File: src/include/ssl_defs.svh
/*
  Constants of the serial slave link supervisor: register offsets, field
  positions, reset values, fault codes and timing counts.
  Assumes a 100 MHz core clock and a plain strobe register port.
*/
`ifndef SSL_DEFS_SVH
`define SSL_DEFS_SVH

// register offsets
`define SSL_OFS_REPLY_DLY 4'h0
`define SSL_OFS_TIMEOUT 4'h1
`define SSL_OFS_REACTION 4'h2
`define SSL_OFS_WRREPLY 4'h3
`define SSL_OFS_STATUS 4'h4
`define SSL_OFS_MASK 4'h5
`define SSL_OFS_FAULT 4'h6
`define SSL_OFS_CTRL 4'h7

// reset values and clamp limits
`define SSL_RST_REPLY_DLY 8'h05
`define SSL_RST_TIMEOUT 10'h000
`define SSL_RST_REACTION 2'h1
`define SSL_RST_WRREPLY 1'h0
`define SSL_MAX_REPLY_DLY 8'hC8
`define SSL_MAX_TIMEOUT 10'h3E8

// status bit positions
`define SSL_ST_LINKERR 0
`define SSL_ST_TIMEOUT 1
`define SSL_ST_FAULT 2
`define SSL_ST_REPLY 3

// ctrl bit positions
`define SSL_CTRL_CLEAR 0

// fault codes shown on the display
`define SSL_CODE_NONE 16'h0000
`define SSL_CODE_UNDERV 16'hE001
`define SSL_CODE_OV_ACC 16'hE002
`define SSL_CODE_OV_RUN 16'hE003
`define SSL_CODE_OC_ACC 16'hE004
`define SSL_CODE_OC_DEC 16'hE005
`define SSL_CODE_OC_RUN 16'hE006
`define SSL_CODE_MOTOR_OL 16'hE007
`define SSL_CODE_DRIVE_OL 16'hE008
`define SSL_CODE_OV_DEC 16'hE00A
`define SSL_CODE_EXTERN 16'hE00D
`define SSL_CODE_OVERHEAT 16'hE00E
`define SSL_CODE_STORAGE 16'hE00F
`define SSL_CODE_IN_PHASE 16'hE012
`define SSL_CODE_OUT_PHASE 16'hE013
`define SSL_CODE_SENSE 16'hE015
`define SSL_CODE_LEARN 16'hE016
`define SSL_CODE_LINK 16'hE018

// timing: one ms and one tenth second in core clock cycles
`define SSL_CLK_HZ 100000000
`define SSL_MS_NS 1000000
`define SSL_CLK_NS 10
`define SSL_MS_CYCLES (`SSL_MS_NS / `SSL_CLK_NS)
`define SSL_TENTH_MS 100
`define SSL_TENTH_CYCLES (`SSL_TENTH_MS * `SSL_MS_CYCLES)

`endif

File: src/include/ssl_pkg.sv
/*
  Types of the serial slave link supervisor.
  Assumes nothing beyond the defs header.
*/
package ssl_pkg;
  typedef enum logic [1:0] {
    REACT_ALARM_COAST,
    REACT_KEEP_RUN,
    REACT_STOP_LINKCMD,
    REACT_STOP_ANY
  } ssl_react_e;

  typedef enum logic [1:0] {
    RPL_IDLE,
    RPL_WAIT,
    RPL_GO
  } ssl_rpl_e;

  // fault sources, index is the priority order (low index wins)
  typedef enum logic [3:0] {
    FLT_UNDERV,
    FLT_OV_ACC,
    FLT_OV_RUN,
    FLT_OV_DEC,
    FLT_OC_ACC,
    FLT_OC_DEC,
    FLT_OC_RUN,
    FLT_MOTOR_OL,
    FLT_DRIVE_OL,
    FLT_STORAGE,
    FLT_EXTERN,
    FLT_OVERHEAT,
    FLT_IN_PHASE,
    FLT_OUT_PHASE,
    FLT_SENSE,
    FLT_LEARN
  } ssl_fault_e;
endpackage

File: src/rtl/ssl_tick_timer.sv
/*
  Tick-based down-counter: counts ticks after a start and flags when the
  loaded count of ticks has passed. Makes its own one-cycle tick every TICK_CYCLES core clocks.
*/
`timescale 1ns/1ns
module ssl_tick_timer #(
  parameter int TICK_CYCLES = 100000,
  parameter int CNT_W = 10
) (
  // clock and reset
  input wire logic core_clk,
  input wire logic srst,
  // control
  input wire logic start,
  input wire logic [CNT_W-1:0] load,
  // status
  output logic expired,
  output logic running
);
  localparam int PW = $clog2(TICK_CYCLES + 1);
  logic [PW-1:0] preCnt_ff;
  logic [CNT_W-1:0] cnt_ff;
  logic run_ff;
  logic exp_ff;
  wire tick = (preCnt_ff == PW'(TICK_CYCLES - 1));

  always_ff @(posedge core_clk)
  begin
    if (srst || start)
    begin
      preCnt_ff <= '0;
      cnt_ff <= load;
      run_ff <= start;
      exp_ff <= 1'b0;
    end
    else if (run_ff)
    begin
      preCnt_ff <= tick ? '0 : preCnt_ff + PW'(1);
      if (cnt_ff == '0)
      begin
        run_ff <= 1'b0;
        exp_ff <= 1'b1;
      end
      else if (tick)
        cnt_ff <= cnt_ff - CNT_W'(1);
    end
    else
      exp_ff <= 1'b0;
  end

  assign expired = exp_ff;
  assign running = run_ff;
endmodule // ssl_tick_timer

File: src/rtl/ssl_fault_coder.sv
/*
  Priority encoder from fault source lines to the displayed fault code.
  Assumes fault lines are levels, synchronous to the core clock.
*/
`timescale 1ns/1ns
`include "ssl_defs.svh"
module ssl_fault_coder (
  // inputs
  input wire logic [15:0] faultIn,
  input wire logic linkFault,
  // outputs
  output logic [15:0] code,
  output logic any
);
  always_comb
  begin
    code = `SSL_CODE_NONE;
    if (linkFault)
      code = `SSL_CODE_LINK;
    for (int i = 15; i >= 0; i--)
    begin
      if (faultIn[i])
      begin
        case (ssl_pkg::ssl_fault_e'(i))
          ssl_pkg::FLT_UNDERV: code = `SSL_CODE_UNDERV;
          ssl_pkg::FLT_OV_ACC: code = `SSL_CODE_OV_ACC;
          ssl_pkg::FLT_OV_RUN: code = `SSL_CODE_OV_RUN;
          ssl_pkg::FLT_OV_DEC: code = `SSL_CODE_OV_DEC;
          ssl_pkg::FLT_OC_ACC: code = `SSL_CODE_OC_ACC;
          ssl_pkg::FLT_OC_DEC: code = `SSL_CODE_OC_DEC;
          ssl_pkg::FLT_OC_RUN: code = `SSL_CODE_OC_RUN;
          ssl_pkg::FLT_MOTOR_OL: code = `SSL_CODE_MOTOR_OL;
          ssl_pkg::FLT_DRIVE_OL: code = `SSL_CODE_DRIVE_OL;
          ssl_pkg::FLT_STORAGE: code = `SSL_CODE_STORAGE;
          ssl_pkg::FLT_EXTERN: code = `SSL_CODE_EXTERN;
          ssl_pkg::FLT_OVERHEAT: code = `SSL_CODE_OVERHEAT;
          ssl_pkg::FLT_IN_PHASE: code = `SSL_CODE_IN_PHASE;
          ssl_pkg::FLT_OUT_PHASE: code = `SSL_CODE_OUT_PHASE;
          ssl_pkg::FLT_SENSE: code = `SSL_CODE_SENSE;
          ssl_pkg::FLT_LEARN: code = `SSL_CODE_LEARN;
          default: code = `SSL_CODE_NONE;
        endcase
      end
    end
  end

  assign any = linkFault || (faultIn != 16'h0000);
endmodule // ssl_fault_coder

File: src/rtl/ssl_link_supervisor.sv
/*
  Serial slave link supervisor: reply timing, link timeout watchdog,
  link error reaction, write reply suppression and fault reporting.
  Assumes a frame decoder that pulses rxDone per received frame and a
  transmitter that waits for replyGo; all inputs synchronous to core_clk.
*/
// The register offsets and strobed register access were chosen for this implementation.
`timescale 1ns/1ns
`include "ssl_defs.svh"
module ssl_link_supervisor #(
  parameter int MS_CYCLES = `SSL_MS_CYCLES,
  parameter int TENTH_CYCLES = `SSL_TENTH_CYCLES
) (
  // clock and reset
  input wire logic core_clk,
  input wire logic srst,
  // register port
  input wire logic [3:0] regAddr,
  input wire logic [15:0] regWdata,
  input wire logic regWr,
  input wire logic regRd,
  output logic [15:0] regRdata,
  // frame decoder side
  input wire logic rxDone,
  input wire logic rxGood,
  input wire logic rxError,
  input wire logic rxIsWrite,
  input wire logic [7:0] rxAddr,
  input wire logic procDone,
  // transmitter side
  output logic replyGo,
  output logic replyDrop,
  // drive control side
  input wire logic runFromLink,
  input wire logic [15:0] faultIn,
  output logic driveEnable,
  output logic stopRequest,
  output logic faultRelay,
  output logic [15:0] faultCode,
  output logic linkAlarm,
  // interrupt
  output logic irq
);
  // ----------------------------------------------------------------
  // settings registers
  // ----------------------------------------------------------------
  logic [7:0] replyDelay_ff;
  logic [9:0] timeout_ff;
  logic [1:0] reaction_ff;
  logic writeReplyOff_ff;
  logic [3:0] status_ff;
  logic [3:0] mask_ff;
  logic [15:0] rdata_ff;

  wire selDelay = (regAddr == `SSL_OFS_REPLY_DLY);
  wire selTimeout = (regAddr == `SSL_OFS_TIMEOUT);
  wire selReact = (regAddr == `SSL_OFS_REACTION);
  wire selWrRep = (regAddr == `SSL_OFS_WRREPLY);
  wire selStatus = (regAddr == `SSL_OFS_STATUS);
  wire selMask = (regAddr == `SSL_OFS_MASK);
  wire selCtrl = (regAddr == `SSL_OFS_CTRL);
  // out-of-range settings are clamped so the timers never exceed the range
  // compare the whole word: cutting first would wrap large values
  wire [7:0] delayIn = (regWdata > {8'h00, `SSL_MAX_REPLY_DLY}) ?
                       `SSL_MAX_REPLY_DLY : regWdata[7:0];
  wire [9:0] timeoutIn = (regWdata > {6'h00, `SSL_MAX_TIMEOUT}) ?
                         `SSL_MAX_TIMEOUT : regWdata[9:0];

  always_ff @(posedge core_clk)
  begin
    if (srst)
    begin
      replyDelay_ff <= `SSL_RST_REPLY_DLY;
      timeout_ff <= `SSL_RST_TIMEOUT;
      reaction_ff <= `SSL_RST_REACTION;
      writeReplyOff_ff <= `SSL_RST_WRREPLY;
      mask_ff <= 4'h0;
    end
    else if (regWr)
    begin
      if (selDelay)
        replyDelay_ff <= delayIn;
      if (selTimeout)
        timeout_ff <= timeoutIn;
      if (selReact)
        reaction_ff <= regWdata[1:0];
      if (selWrRep)
        writeReplyOff_ff <= regWdata[0];
      if (selMask)
        mask_ff <= regWdata[3:0];
    end
  end

  // ----------------------------------------------------------------
  // reply scheduling
  // ----------------------------------------------------------------
  ssl_pkg::ssl_rpl_e rpl_ff;
  ssl_pkg::ssl_rpl_e nxt_rpl;
  logic procSeen_ff;
  logic dlyDone;
  logic dlyRun;
  // a reply is owed unless broadcast or a suppressed write
  wire isBroadcast = (rxAddr == 8'h00);
  wire noReply = isBroadcast || (rxIsWrite && writeReplyOff_ff);
  wire frameIn = rxDone && rxGood;
  wire startReply = frameIn && !noReply;
  wire procNow = procSeen_ff || procDone;
  // programmed delay elapsed once the timer stops running after start
  wire dlyOver = dlyDone || (!dlyRun && rpl_ff == ssl_pkg::RPL_WAIT);

  ssl_tick_timer #(
    .TICK_CYCLES(MS_CYCLES),
    .CNT_W(8)
  ) u_reply_timer (
    .core_clk(core_clk),
    .srst(srst),
    .start(startReply),
    .load(replyDelay_ff),
    .expired(dlyDone),
    .running(dlyRun)
  );

  always_comb
  begin
    nxt_rpl = rpl_ff;
    case (rpl_ff)
      ssl_pkg::RPL_IDLE:
        if (startReply)
          nxt_rpl = ssl_pkg::RPL_WAIT;
      ssl_pkg::RPL_WAIT:
        // the later of the delay and the processing end releases the reply
        if (dlyOver && procNow)
          nxt_rpl = ssl_pkg::RPL_GO;
      ssl_pkg::RPL_GO:
        nxt_rpl = startReply ? ssl_pkg::RPL_WAIT : ssl_pkg::RPL_IDLE;
      default:
        nxt_rpl = ssl_pkg::RPL_IDLE;
    endcase
  end

  always_ff @(posedge core_clk)
  begin
    if (srst)
    begin
      rpl_ff <= ssl_pkg::RPL_IDLE;
      procSeen_ff <= 1'b0;
    end
    else
    begin
      rpl_ff <= nxt_rpl;
      // processing may end in the very cycle the frame ends
      if (startReply)
        procSeen_ff <= procDone;
      else if (procDone)
        procSeen_ff <= 1'b1;
    end
  end

  assign replyGo = (rpl_ff == ssl_pkg::RPL_GO);
  assign replyDrop = frameIn && noReply;

  // ----------------------------------------------------------------
  // link timeout watchdog
  // ----------------------------------------------------------------
  logic toExpired;
  logic toRun;
  logic armed_ff;
  logic linkTimeout_ff;
  wire toEnabled = (timeout_ff != 10'h000);
  // restart on each good frame; a fresh enable also starts the watch
  wire toStart = toEnabled && (frameIn || !armed_ff);

  ssl_tick_timer #(
    .TICK_CYCLES(TENTH_CYCLES),
    .CNT_W(10)
  ) u_link_timer (
    .core_clk(core_clk),
    // disabling must also stop a watch already running
    .srst(srst || !toEnabled),
    .start(toStart),
    .load(timeout_ff),
    .expired(toExpired),
    .running(toRun)
  );

  always_ff @(posedge core_clk)
  begin
    if (srst || !toEnabled)
    begin
      armed_ff <= 1'b0;
      linkTimeout_ff <= 1'b0;
    end
    else
    begin
      armed_ff <= 1'b1;
      if (frameIn)
        linkTimeout_ff <= 1'b0;
      else if (toExpired)
        linkTimeout_ff <= 1'b1;
    end
  end

  // ----------------------------------------------------------------
  // link error reaction
  // ----------------------------------------------------------------
  logic linkErrEvt;
  logic alarm_ff;
  logic stop_ff;
  logic fltClear;
  ssl_pkg::ssl_react_e react;
  assign react = ssl_pkg::ssl_react_e'(reaction_ff);
  assign linkErrEvt = (rxDone && rxError) || toExpired;
  assign fltClear = regWr && selCtrl && regWdata[`SSL_CTRL_CLEAR];

  always_ff @(posedge core_clk)
  begin
    if (srst)
    begin
      alarm_ff <= 1'b0;
      stop_ff <= 1'b0;
    end
    else if (linkErrEvt)
    begin
      case (react)
        ssl_pkg::REACT_ALARM_COAST: alarm_ff <= 1'b1;
        ssl_pkg::REACT_KEEP_RUN: alarm_ff <= alarm_ff;
        ssl_pkg::REACT_STOP_LINKCMD: stop_ff <= stop_ff | runFromLink;
        ssl_pkg::REACT_STOP_ANY: stop_ff <= 1'b1;
        default: alarm_ff <= alarm_ff;
      endcase
    end
    else if (fltClear)
    begin
      alarm_ff <= 1'b0;
      stop_ff <= 1'b0;
    end
  end

  // ----------------------------------------------------------------
  // fault reporting and drive outputs
  // ----------------------------------------------------------------
  logic [15:0] code;
  logic anyFault;
  logic [15:0] code_ff;
  logic relay_ff;

  ssl_fault_coder u_coder (
    .faultIn(faultIn),
    .linkFault(alarm_ff),
    .code(code),
    .any(anyFault)
  );

  always_ff @(posedge core_clk)
  begin
    if (srst)
    begin
      code_ff <= `SSL_CODE_NONE;
      relay_ff <= 1'b0;
    end
    else
    begin
      code_ff <= code;
      relay_ff <= anyFault;
    end
  end

  assign faultCode = code_ff;
  assign faultRelay = relay_ff;
  // a fault removes drive output one cycle later through relay_ff, the motor coasts
  assign driveEnable = !relay_ff;
  assign stopRequest = stop_ff;
  assign linkAlarm = alarm_ff;

  // ----------------------------------------------------------------
  // interrupt status: set wins over write-one-to-clear
  // ----------------------------------------------------------------
  wire [3:0] evt = {replyGo, anyFault && !relay_ff, toExpired,
                    rxDone && rxError};
  wire [3:0] w1c = (regWr && selStatus) ? regWdata[3:0] : 4'h0;

  always_ff @(posedge core_clk)
  begin
    if (srst)
      status_ff <= 4'h0;
    else
      status_ff <= (status_ff & ~w1c) | evt;
  end

  assign irq = |(status_ff & mask_ff);

  // ----------------------------------------------------------------
  // read port
  // ----------------------------------------------------------------
  logic [15:0] rdMux;
  always_comb
  begin
    case (regAddr)
      `SSL_OFS_REPLY_DLY: rdMux = {8'h00, replyDelay_ff};
      `SSL_OFS_TIMEOUT: rdMux = {6'h00, timeout_ff};
      `SSL_OFS_REACTION: rdMux = {14'h0000, reaction_ff};
      `SSL_OFS_WRREPLY: rdMux = {15'h0000, writeReplyOff_ff};
      `SSL_OFS_STATUS: rdMux = {12'h000, status_ff};
      `SSL_OFS_MASK: rdMux = {12'h000, mask_ff};
      `SSL_OFS_FAULT: rdMux = code_ff;
      `SSL_OFS_CTRL: rdMux = {13'h0000, linkTimeout_ff, stop_ff, alarm_ff};
      default: rdMux = 16'h0000;
    endcase
  end

  always_ff @(posedge core_clk)
  begin
    if (srst)
      rdata_ff <= 16'h0000;
    else if (regRd)
      rdata_ff <= rdMux;
    else
      rdata_ff <= 16'h0000;
  end

  assign regRdata = rdata_ff;
endmodule // ssl_link_supervisor

File: config.mk
export PLATFORM = sky130hd
export DESIGN_NAME = ssl_link_supervisor
export DESIGN_NICKNAME = d
export VERILOG_FILES = /design/src/include/ssl_pkg.sv /design/src/rtl/ssl_tick_timer.sv /design/src/rtl/ssl_fault_coder.sv /design/src/rtl/ssl_link_supervisor.sv
export VERILOG_INCLUDE_DIRS = /design/src /design/src/include
export SDC_FILE = /design/constraint.sdc
export NUM_CORES = 1
export LEC_CHECK = 0
export ABC_CLOCK_PERIOD_IN_PS = 2900
export BUFFER_PORTS_ARGS = -buffer_cell sky130_fd_sc_hd__buf_2
export CAP_MARGIN = 20
export CORE_MARGIN = 1
export CORE_UTILIZATION = 55
export DETAILED_ROUTE_END_ITERATION = 10
export PLACE_DENSITY_LB_ADDON = 0.08
export SYNTH_ARGS = -nofsm -noshare
export SYNTH_HDL_FRONTEND = slang
export SYNTH_SLANG_ARGS = --single-unit
File: constraint.sdc
create_clock -name core_clk -period 2.9 [get_ports core_clk]
set_input_delay 0.29 -clock core_clk [delete_from_list [all_inputs] [get_ports core_clk]]
set_output_delay 0.29 -clock core_clk [all_outputs]
set_load 0.05 [all_outputs]
-- Yosys cells after proc, flatten, opt, wreduce, memory -nomap -nowiden
Cells that the tools add are included.
- register bits: 132
- input port bits: 54
- output and inout bits: 39
- add/subtract/negate cells: 4
- order comparisons: 2
- eq/ne operators: 19
- multiplexer cells: 49
- bitwise gates (word level): 8
- reduce and logical (&&, ||, !) cells: 60
- operator list (operator ; number):
    two-way mux 16 bit ; 17
    case mux 16 bit (8 select lines) ; 1
    two-way mux 10 bit ; 5
    two-way mux 8 bit ; 5
    adder 24 x 1 -> 24 bit, second input constant ; 1
    equality test 24 bit, second input constant ; 1
    two-way mux 24 bit ; 1
    adder 17 x 1 -> 17 bit, second input constant ; 1
    equality test 17 bit, second input constant ; 1
    two-way mux 17 bit ; 1
    OR reduction 17 bit ; 1
    equality test 4 x 3 -> 1 bit, second input constant ; 4
    > comparator 16 x 10 -> 1 bit, second input constant ; 1
    > comparator 16 x 8 -> 1 bit, second input constant ; 1
    zero test 8 bit ; 2
    AND reduction 2 bit ; 8
    nonzero test 16 bit ; 1
    two-way mux 1 bit ; 14
    OR reduction 13 bit ; 1
    logical AND 1 bit ; 12
    nonzero test 2 bit ; 6
    zero test 10 bit ; 1
    nonzero test 10 bit ; 1
    OR reduction 2 bit ; 5
    other kinds (25) ; 50

-- Depth between registers and ports, before layout
Gate-level depths: netlist of run 1.
- depth in word-level cells: 17
- mapped depth: 7
- mapped depth without buffers: 6

-- Modules after synthesis
A second synthesis of run 1 with hierarchy kept.
- cell total of the unflattened synthesis: 693
- area total of the unflattened synthesis: 6379.9 µm²
- modules (own cells, without submodules) (module ; instances ; cells each ; area each (µm²)):
    ssl_link_supervisor ; 1 ; 299 ; 2775.2
    ssl_tick_timer at u_link_timer ; 1 ; 197 ; 1850.5
    ssl_tick_timer at u_reply_timer ; 1 ; 146 ; 1420.1
    ssl_fault_coder ; 1 ; 51 ; 334.1

-- Least setup slack after synthesis of run 1
Ideal clock, no wire load.
- path kind: flip-flop to flip-flop
- start point: register u_link_timer.preCnt_ff[11]
- end point: register u_link_timer.cnt_ff[0] (enable)
- setup time: 0.391 ns
- arrival time: 2.036 ns
- slack: 0.474 ns
- stages on the path, launching flop included: 5
- buffers on the path: 0
- clock period less this slack: 2.426 ns
- path through: dfxtp_1 -> or4_1 -> nor4_1 -> nand4_1 -> o21ai_0
- longest elaborated chain between the ends: 3
- RTL lines (element ; RTL line ; source):
    start: declaration ; ssl_tick_timer.sv:21 ; logic [PW-1:0] preCnt_ff;
    start signal: assignment ; ssl_tick_timer.sv:38 ; preCnt_ff <= tick ? '0 : preCnt_ff + PW'(1);
    equality test 24 bit ; ssl_tick_timer.sv:25 ; wire tick = (preCnt_ff == PW'(TICK_CYCLES - 1));
    nonzero test 2 bit (no source line) ; n/a ;
    AND reduction 3 bit (no source line) ; n/a ;
    end signal: assignment ; ssl_tick_timer.sv:32 ; cnt_ff <= load;
    end signal: assignment ; ssl_tick_timer.sv:45 ; cnt_ff <= cnt_ff - CNT_W'(1);
    end: declaration ; ssl_tick_timer.sv:22 ; logic [CNT_W-1:0] cnt_ff;
No other way between the ends.
A chain may end at the register's enable or synchronous reset.

-- Final worst setup path of run 1
- start point: register timeout_ff[1]
- end point: register u_link_timer.preCnt_ff[1]
- longest elaborated chain between the ends: 4
- elaborated cells between the ends (all ways): 5
- those cells by class: 5 x reduce/logical
- RTL lines (element ; RTL line ; source):
    start: declaration ; ssl_link_supervisor.sv:48 ; logic [9:0] timeout_ff;
    start signal: assignment ; ssl_link_supervisor.sv:74 ; timeout_ff <= `SSL_RST_TIMEOUT;
    start signal: assignment ; ssl_link_supervisor.sv:84 ; timeout_ff <= timeoutIn;
    nonzero test 10 bit (*) ; ssl_link_supervisor.sv:169 ; wire toEnabled = (timeout_ff != 10'h000);
    zero test 1 bit ; ssl_link_supervisor.sv:179 ; .srst(srst || !toEnabled),
    logical OR 1 bit ; ssl_link_supervisor.sv:179 ;
    logical OR 1 bit (*) ; ssl_tick_timer.sv:29 ; if (srst || start)
Every way passes the cells marked *; elsewhere a longest branch is shown, timed or not.

==> results of run 1 <==
==> logic make-up (layout without fill, tap and decap cells) <==
kind of cell,Yosys count,count (layout)
buffers and inverters,49,136
adder cells (fa/ha/maj),4,4
flip-flops,117,117
AND/OR/NAND/NOR,278,278
XOR/XNOR,52,52
AO/OA/AOI/OAI,91,91
other,1,11
multiplexers,17,17
==> routing by layer <==
layer / part of all wire (%) / up-vias / track usage [%] / wire length (µm)
met2: 47 / 143 / 39.8 / 5790
met3: 5.5 / 20 / 7.18 / 685
met4: 1.5 / 0 / 9.56 / 186
met1: 46 / 2136 / 33.2 / 5730
met5: 0 / - / 0 / 0
li1: - / 2300 / - / -
==> synth_stat cells, types with 15 or more instances <==
library cell | instances | area share [%]
dfxtp_1 | 99 | 36
xor2_1 | 34 | 5.4
o21ai_0 | 16 | 1.5
buf_4 | 16 | 2.2
nand3_1 | 27 | 2.5
a21oi_1 | 29 | 2.6
nor2_1 | 119 | 8.2
nand4_1 | 15 | 1.7
inv_1 | 15 | 1.0
edfxtp_1 | 18 | 9.9
nor3_1 | 19 | 1.7
nand2_1 | 40 | 2.7
xnor2_1 | 18 | 2.9
==> through the flow <==
stage	cell area (µm²)	power, µW	cells
finish	6560	4170	839
floorplan	5520	1970	619
global placement	5890	2050	802
global route	6560	4310	839
detailed placement	5890	2050	802
CTS	6560	4210	839
==> registers in the layout, indices dropped and copies added, names as in the netlist, 2 cells and up <==
name                     flops
u_link_timer.preCnt_ff      24
u_reply_timer.preCnt_ff     17
regRdata                    11
timeout_ff                  10
u_link_timer.cnt_ff         10
replyDelay_ff                8
u_reply_timer.cnt_ff         8
faultCode                    6
mask_ff                      4
status_ff                    4
react                        2
rpl_ff                       2
==> worst min path at each step <==
stage	from	end	slack, ns	depth (start not counted)
after floorplan	faultIn[2]	faultCode[3]	0.37	1
after global placement	faultCode[14]	regRdata[14]	0.45	2
after detailed placement	faultCode[14]	regRdata[14]	0.45	2
after CTS	rxError	status_ff[0]	0.02	3
after global routing	rxError	status_ff[0]	0.04	3
final	regWdata[4]	timeout_ff[4]	0.04	2
==> layout make-up <==
class	count	share of cell area, %
Multi-Input combinational cell	453	41.5
Clock inverter	9	1.83
Sequential cell	117	38.4
Tap cell	133	2.54
Timing Repair Buffer	89	7.28
Clock buffer	23	7.59
Inverter	15	0.858
==> power by group <==
| group | internal (µW) | total, µW | leakage (µW) | switching, µW |
|---|---|---|---|---|
| registers | 1690 | 1720 | 0.00100 | 33.2 |
| logic | 106 | 310 | 0.00127 | 205 |
| clock network | 1440 | 2140 | 0.000312 | 702 |
| total | 3230 | 4170 | 0.00259 | 940 |
==> worst max-delay path, cell delays in order, from the launching register on <==
cell and delay [ns]:
dfxtp_1 0.41, nor4_1 0.09, a31oi_1 0.24, and3_1 0.67, nand2_2 0.46, nor2_1 0.22
==> what timing repair did <==
item | 4_1_cts | 5_1_grt
setup buffers | 0 | 0
hold buffers | 5 | 0
endpoints found under the hold margin | 4 | 0
==> results.ini, run 1 <==
[status]
status=complete, no violations

[detailed_routing]
detail_route.wl_per_cell_um=14.8
drc=0
finalWirelength_um=12400
drt-initial-drc-count=278
via_per_inst=5.48
first_pass_iters=5
num_vias=4599
ant_nets=0

[synth]
synth-adder-area-share_pct=0.913
synthCells=609
synth_top_family_by_area=simple AND/OR/NAND/NOR gates
ys_warn_count=0
syn_area_um2=5480
synth-simple-area-share_pct=24.7
synthMuxAreaShare_pct=3.38
synth_xor_area_share_pct=8.31
yosysSeqAreaShare_pct=46.0
synth_seq_cells=117
synth.distinct_cells=62
synth_compound_area_share_pct=11.6
yosys_most_used_dff=dfxtp_1
synth-edff-count=18
async_flop_share_pct=0
syn_area_per_cell_um2=9.00

[sta]
hold_ws_ns=0.0396
hold_violations=0
fin_ws_ns=0.740
tns_ns=0
final.min_clock_period_ns=2.16
clock.fmax_ghz=0.463
setup_viol=0
clock-skew-final_ns=0.00865
rsz0062_at_grt=no
period_share_pct=74.5
tightest_slew_ns=0.875
max_slew_margin_pct=41.1
slew_viol_final=0

[clock_tree]
cts_tree=done
cts_buffer_depth=2
cts_root_buf=clkbuf_8
clk-insertion-delay-late_ns=0.53
htreeDepth=4
clock_sinks=117
cts_made_buffers=17
cts_resized=0
cts.clk_slew.worst_paths_ns=0.06

[die]
design.die.area_um2=10400
start_util_pct=56.3
die_h_um=102
pin_count=93
core.rowCount=36
fp.dieW_um=102
core_um2=9730

[layout]
fill_cells=840
final_common_cell=nor2_1
multi_input_comb_area_um2=2720
n_antenna_cell=0
drive_above_1_share_pct=19.4
nets=751
area_delta_synth_final_pct=19.7
final_util_pct=67.5
ff_latch_area_um2=2520
final_cell_mix=119 x nor2_1, 99 x dfxtp_1, 81 x buf_2

[placement]
place_ws_ns=0.734
io_buffer_count=81
dp_hpwl_um=8950
gp_congestion=0.825

[power]
p_leak_uw=0.00259
p_per_area_nw_per_um2=636
ir_drop_uv=369

[hold_path]
hold_path_class=input pin to flop

[worst_setup_path]
r2r_start=timeout_ff[1]
crit_path_end_kind=flop
rrSetupSlack_ns=0.74
path_max_fanout=24
critPathLaunchType=flop
rr_worst_depth=5
startpoint=timeout_ff[1]
cp-endpoint=u_link_timer.preCnt_ff[1]
worst_ep_required_time_ns=3.35
reg2reg_to=u_link_timer.preCnt_ff[1]
path_class=flop to flop
worst_ep_arrival_time_ns=2.61

[global_route]
grt_pass1_vias=4307
grt_usage_pct=25.3
antenna_found_initial=0
grt-ovfl-total=0
grt_start_max_net_pins=34
grt_pass1_wl_um=19900

[run]
cap_violations=0

No activity file was read; power rests on OpenSTA's default activity.
==> run 2, diff against run 1 <==
Settings changed: ABC_CLOCK_PERIOD_IN_PS 2900 to 2000.
Clock period 2.9 ns to 2 ns, I/O delays scaled along.
==> results.ini, run 2 (same netlist as run 1, synthesis figures left out) <==
[power]
fin_total_pwr_uw=6170
ir_drop_uv=506
p_per_area_nw_per_um2=884
p_leak_uw=0.00279

[hold_path]
hold_path_class=input pin to flop
hold_start=rxGood

[status]
status=complete, no violations

[sta]
setup_viol=0
final.min_clock_period_ns=1.97
hold_violations=0
tightest_slew_ns=0.508
clock.fmax_ghz=0.507
tns_ns=0
hold_ws_ns=0.0301
max_slew_margin_pct=65.9
slew_viol_final=0
clock-skew-final_ns=0.00953
period_share_pct=98.6
rsz0062_at_grt=yes

[layout]
largest_reg_flops=24
area_delta_synth_final_pct=27.3
final_area_um2=6970
nets=790
drive_above_1_share_pct=22.3
final_cell_mix=119 x nor2_1, 98 x dfxtp_1, 81 x buf_2
n_antenna_cell=0
largest-register=u_link_timer.preCnt_ff
final_common_cell=nor2_1

[run]
cap_violations=0

[global_route]
grt_start_max_net_pins=24
grt-ovfl-total=0
antenna_found_initial=0
grt_pass1_vias=4496
grt_pass1_wl_um=21000
grt_usage_pct=26.5

[die]
pin_count=93
core_um2=9730
start_util_pct=56.3
fp.dieW_um=102
design.die.area_um2=10400
die_h_um=102
core.rowCount=36

[detailed_routing]
detail_route.wl_per_cell_um=14.8
via_per_inst=5.47
finalWirelength_um=13000
drt-initial-drc-count=242
first_pass_iters=5
ant_nets=0
drc=0
num_vias=4807

[worst_setup_path]
r2r_start=u_link_timer.preCnt_ff[11]
critPathLaunchType=flop
crit_path_end_kind=flop
path_class=flop to flop
startpoint=u_link_timer.preCnt_ff[11]
worst_ep_arrival_time_ns=2.21
path_max_fanout=10
worst_ep_required_time_ns=2.23

[clock_tree]
htreeDepth=4
cts.clk_slew.worst_paths_ns=0.06
cts_tree=done
cts_buffer_depth=2
cts_made_buffers=17
clk-insertion-delay-late_ns=0.53
cts_root_buf=clkbuf_8
clock_sinks=117

[placement]
gp_congestion=0.815
dp_hpwl_um=9330
place_area_um2=6110
io_buffer_count=81

-- run 2: cell count changes in the layout (fill, tap and decap cells not counted), moves of 2 or more --
| cell | before | now |
|---|---|---|
| buf_4 | 3 | 24 |
| dlygate4sd3_1 | 5 | 20 |
| buf_12 | 0 | 3 |
| nor4_1 | 14 | 12 |
-- run 2: worst paths after layout --
kind	endpoint	slack [ns]	cells past startpoint
worst min register to register	regRdata[14]	0.45	2
worst min-delay path	u_reply_timer.running	0.03	3
worst max-delay path	u_link_timer.cnt_ff[9]	0.03	5
worst max register to register	u_link_timer.cnt_ff[9]	0.03	5
-- run 2: layout make-up --
cell class                      count  area [µm²]
Tap cell                          133         166
Fill cell                         771        2760
Multi-Input combinational cell    453        2750
Sequential cell                   117        2520
Clock inverter                      8         115
Clock buffer                       24         513
Timing Repair Buffer              128         846
Inverter                           15        56.3
-- run 2: timing repair --
action                                  4_1_cts  5_1_grt
hold buffers                                 20        0
hold endpoints to repair                     23        0
setup buffers                                 1        0
endpoints found under the setup margin       10       35
pin swaps                                     1        0
resized for setup                             1        5
-- run 2: routing by layer --
metal	track usage (%)	share of wire (%)	vias up
met5	0	0	-
met4	9.45	1.4	0
met3	7.11	5.4	18
met2	44.3	49	134
met1	33.2	44	2276
li1	-	-	2379
-- run 2: worst max-delay path, stage by stage, from the launching register on --
cell	delay, ns
dfxtp_2	0.32
or4_4	0.55
nor4_4	0.27
nand4_1	0.17
o21ai_2	0.21
buf_12	0.16
-- run 2: report_power, final --
part	internal (µW)	total, µW	leakage (µW)	switching, µW
Sequential	2440	2490	0.00100	48.1
Clock	2140	3170	0.000315	1040
Combinational	195	503	0.00147	309
-- run 2: stage by stage --
| step | worst slack (ns) | std cells | utilization, % |
|---|---|---|---|
| after global placement | 0.0278 | 825 | 62.8 |
| after CTS | -0.00542 | 878 | 71.4 |
| final | 0.0289 | 878 | 71.7 |
| after detailed placement | -0.00496 | 825 | 62.8 |
| after floorplan | 0.00664 | 619 | - |
| after global routing | -0.0307 | 878 | 71.7 |
==> run 3, diff against run 2 <==
Settings changed: CAP_MARGIN 20 to not set, SYNTH_HIERARCHICAL set to 1.
==> results.ini, run 3 <==
[placement]
io_buffer_count=92
gp_congestion=0.865
dp_hpwl_um=11200

[worst_setup_path]
crit_path_cell_trace=or4_4 > nor4_4 > nor2_1 > inv_2 > buf_6 > or2_4 > o21ai_0
rr_worst_depth=7
cp_num_buf_inv=2
worst_ep_required_time_ns=2.16
cpPeakStageDelay_ns=0.54
crit_path_end_kind=flop
critPathSlowestCell=or4_4
path_max_fanout=6
crit_family=simple AND/OR/NAND/NOR gates
path_class=flop to flop
worst_ep_arrival_time_ns=2.14
critPathLaunchType=flop
worst-path-stages=7

[clock_tree]
cts_made_buffers=17
cts_root_buf=clkbuf_16
cts_buffer_depth=2
cts.clk_slew.worst_paths_ns=0.06
clk-insertion-delay-late_ns=0.42
hold_buffers=0
htreeDepth=4
cts_tree=done
clock_sinks=132

[sta]
setup_viol=0
clock-skew-final_ns=0.0105
hold_ws_ns=0.0269
clock.fmax_ghz=0.506
rsz0062_at_grt=yes
tightest_slew_ns=0.593
tns_ns=0
period_share_pct=98.9
slew_viol_final=0
hold_violations=0
max_slew_margin_pct=60.0
final.min_clock_period_ns=1.98

[synth]
synthCells=693
yosys_most_used_dff=dfxtp_1
synthTopCellsByCount=114 x dfxtp_1, 87 x nor2_1, 45 x nand2_1, 32 x o21ai_0, 26 x a21oi_1
synth.distinct_cells=76
yosysMostFrequentCell=dfxtp_1
async_flop_share_pct=0
synth.largest_area_cell=dfxtp_1
ys_top_cells_by_area=dfxtp_1 36%, edfxtp_1 8.5%, nor2_1 5.1%
syn_area_um2=6380
syn_area_per_cell_um2=9.21
synth_seq_cells=132
yosysSeqAreaShare_pct=44.2
synth-edff-count=18
ys_warn_count=6
synth_top_cell_area_share_pct=35.8

[layout]
final_cell_mix=114 x dfxtp_1, 92 x buf_2, 86 x nor2_1
nets=896
n_antenna_cell=0
drive_above_1_share_pct=27.3
final_common_cell=dfxtp_1
area_delta_synth_final_pct=24.6
largest_reg_flops=24
top_regs=u_link_timer/preCnt_ff (24), u_reply_timer/preCnt_ff (17)
largest-register=u_link_timer/preCnt_ff

[global_route]
antenna_found_initial=0
grt_pass1_vias=5232
grt_usage_pct=26.8
grt_pass1_wl_um=24300
grt-ovfl-total=0
grt_start_max_net_pins=27

[detailed_routing]
num_vias=5663
ant_nets=0
drt-initial-drc-count=435
drc=0
via_per_inst=5.72
first_pass_iters=5
detail_route.wl_per_cell_um=15.6
finalWirelength_um=15500

[die]
die_h_um=110
core_um2=11100
start_util_pct=57.6
core.rowCount=38
pin_count=93
fp.dieW_um=110
design.die.area_um2=12000

[hold_path]
hold_path_class=input pin to flop
whs_path_depth=3

[status]
status=complete, no violations

[power]
p_leak_uw=0.00317
ir_drop_uv=834
p_per_area_nw_per_um2=827

[run]
cap_violations=0

[run 3: final timing paths]
kind            startpoint                     end  slack [ns]
min reg2reg  faultCode[12]            regRdata[12]        0.45
max          timeout_ff[3]  u_link_timer/cnt_ff[2]        0.02
max reg2reg  timeout_ff[3]  u_link_timer/cnt_ff[2]        0.02
min               procDone             procSeen_ff        0.03
[run 3: per-stage QoR]
stage | setup slack, ns | cell area (µm²) | util [%] | std cells | total power (µW)
CTS | 0.00105 | 7860 | 71.0 | 984 | 6570
global placement | -0.0421 | 7250 | 65.4 | 950 | 3590
global route | -0.0751 | 7950 | 71.8 | 990 | 6800
floorplan | -0.107 | 6450 | - | 700 | 3370
detailed placement | -0.149 | 7250 | 65.4 | 950 | 3610
finish | 0.0226 | 7950 | 71.8 | 990 | 6580
[run 3: power by group]
part / total, µW / leakage (µW) / internal [µW] / switching, µW
registers: 2850 / 0.00113 / 2780 / 69.5
logic: 752 / 0.00177 / 303 / 448
clock network: 2970 / 0.000273 / 1810 / 1160
[run 3: repair_timing]
action / 4_1_cts / 5_1_grt
pin swaps: 2 / 6
gates cloned: 1 / 4
buffers inserted: 1 / 2
endpoints found under the setup margin: 50 / 43
resized for setup: 7 / 11
[run 3: cells by family (layout without fill, tap and decap cells)]
group,after synthesis,in the layout,share of synthesized area (%)
other,1,8,0.0588
XOR/XNOR,39,39,5.35
flip-flops,132,132,44.2
AO/OA/AOI/OAI,121,122,12.5
AND/OR/NAND/NOR,319,322,28.8
buffers and inverters,63,209,5.31
adder cells (fa/ha/maj),5,5,0.981
multiplexers,13,13,2.73
[run 3: layer usage]
layer | share of wire (%) | global-route usage, %
met5 | 0 | 0
met4 | 1.5 | 9.24
met3 | 5.9 | 7.53
met2 | 47 | 43.4
met1 | 45 | 34.2
[run 3: cell type report]
class,count,area (µm²)
Sequential cell,132,2820
Fill cell,835,3130
Clock inverter,12,104
Clock buffer,20,468
Timing Repair Buffer,156,952
Inverter,21,78.8
Tap cell,140,175
Multi-Input combinational cell,509,3350
[run 3: tightest hold or removal path: stages]
cell,delay (ns)
buf_2,0.11
inv_1,0.04
a21oi_1,0.05
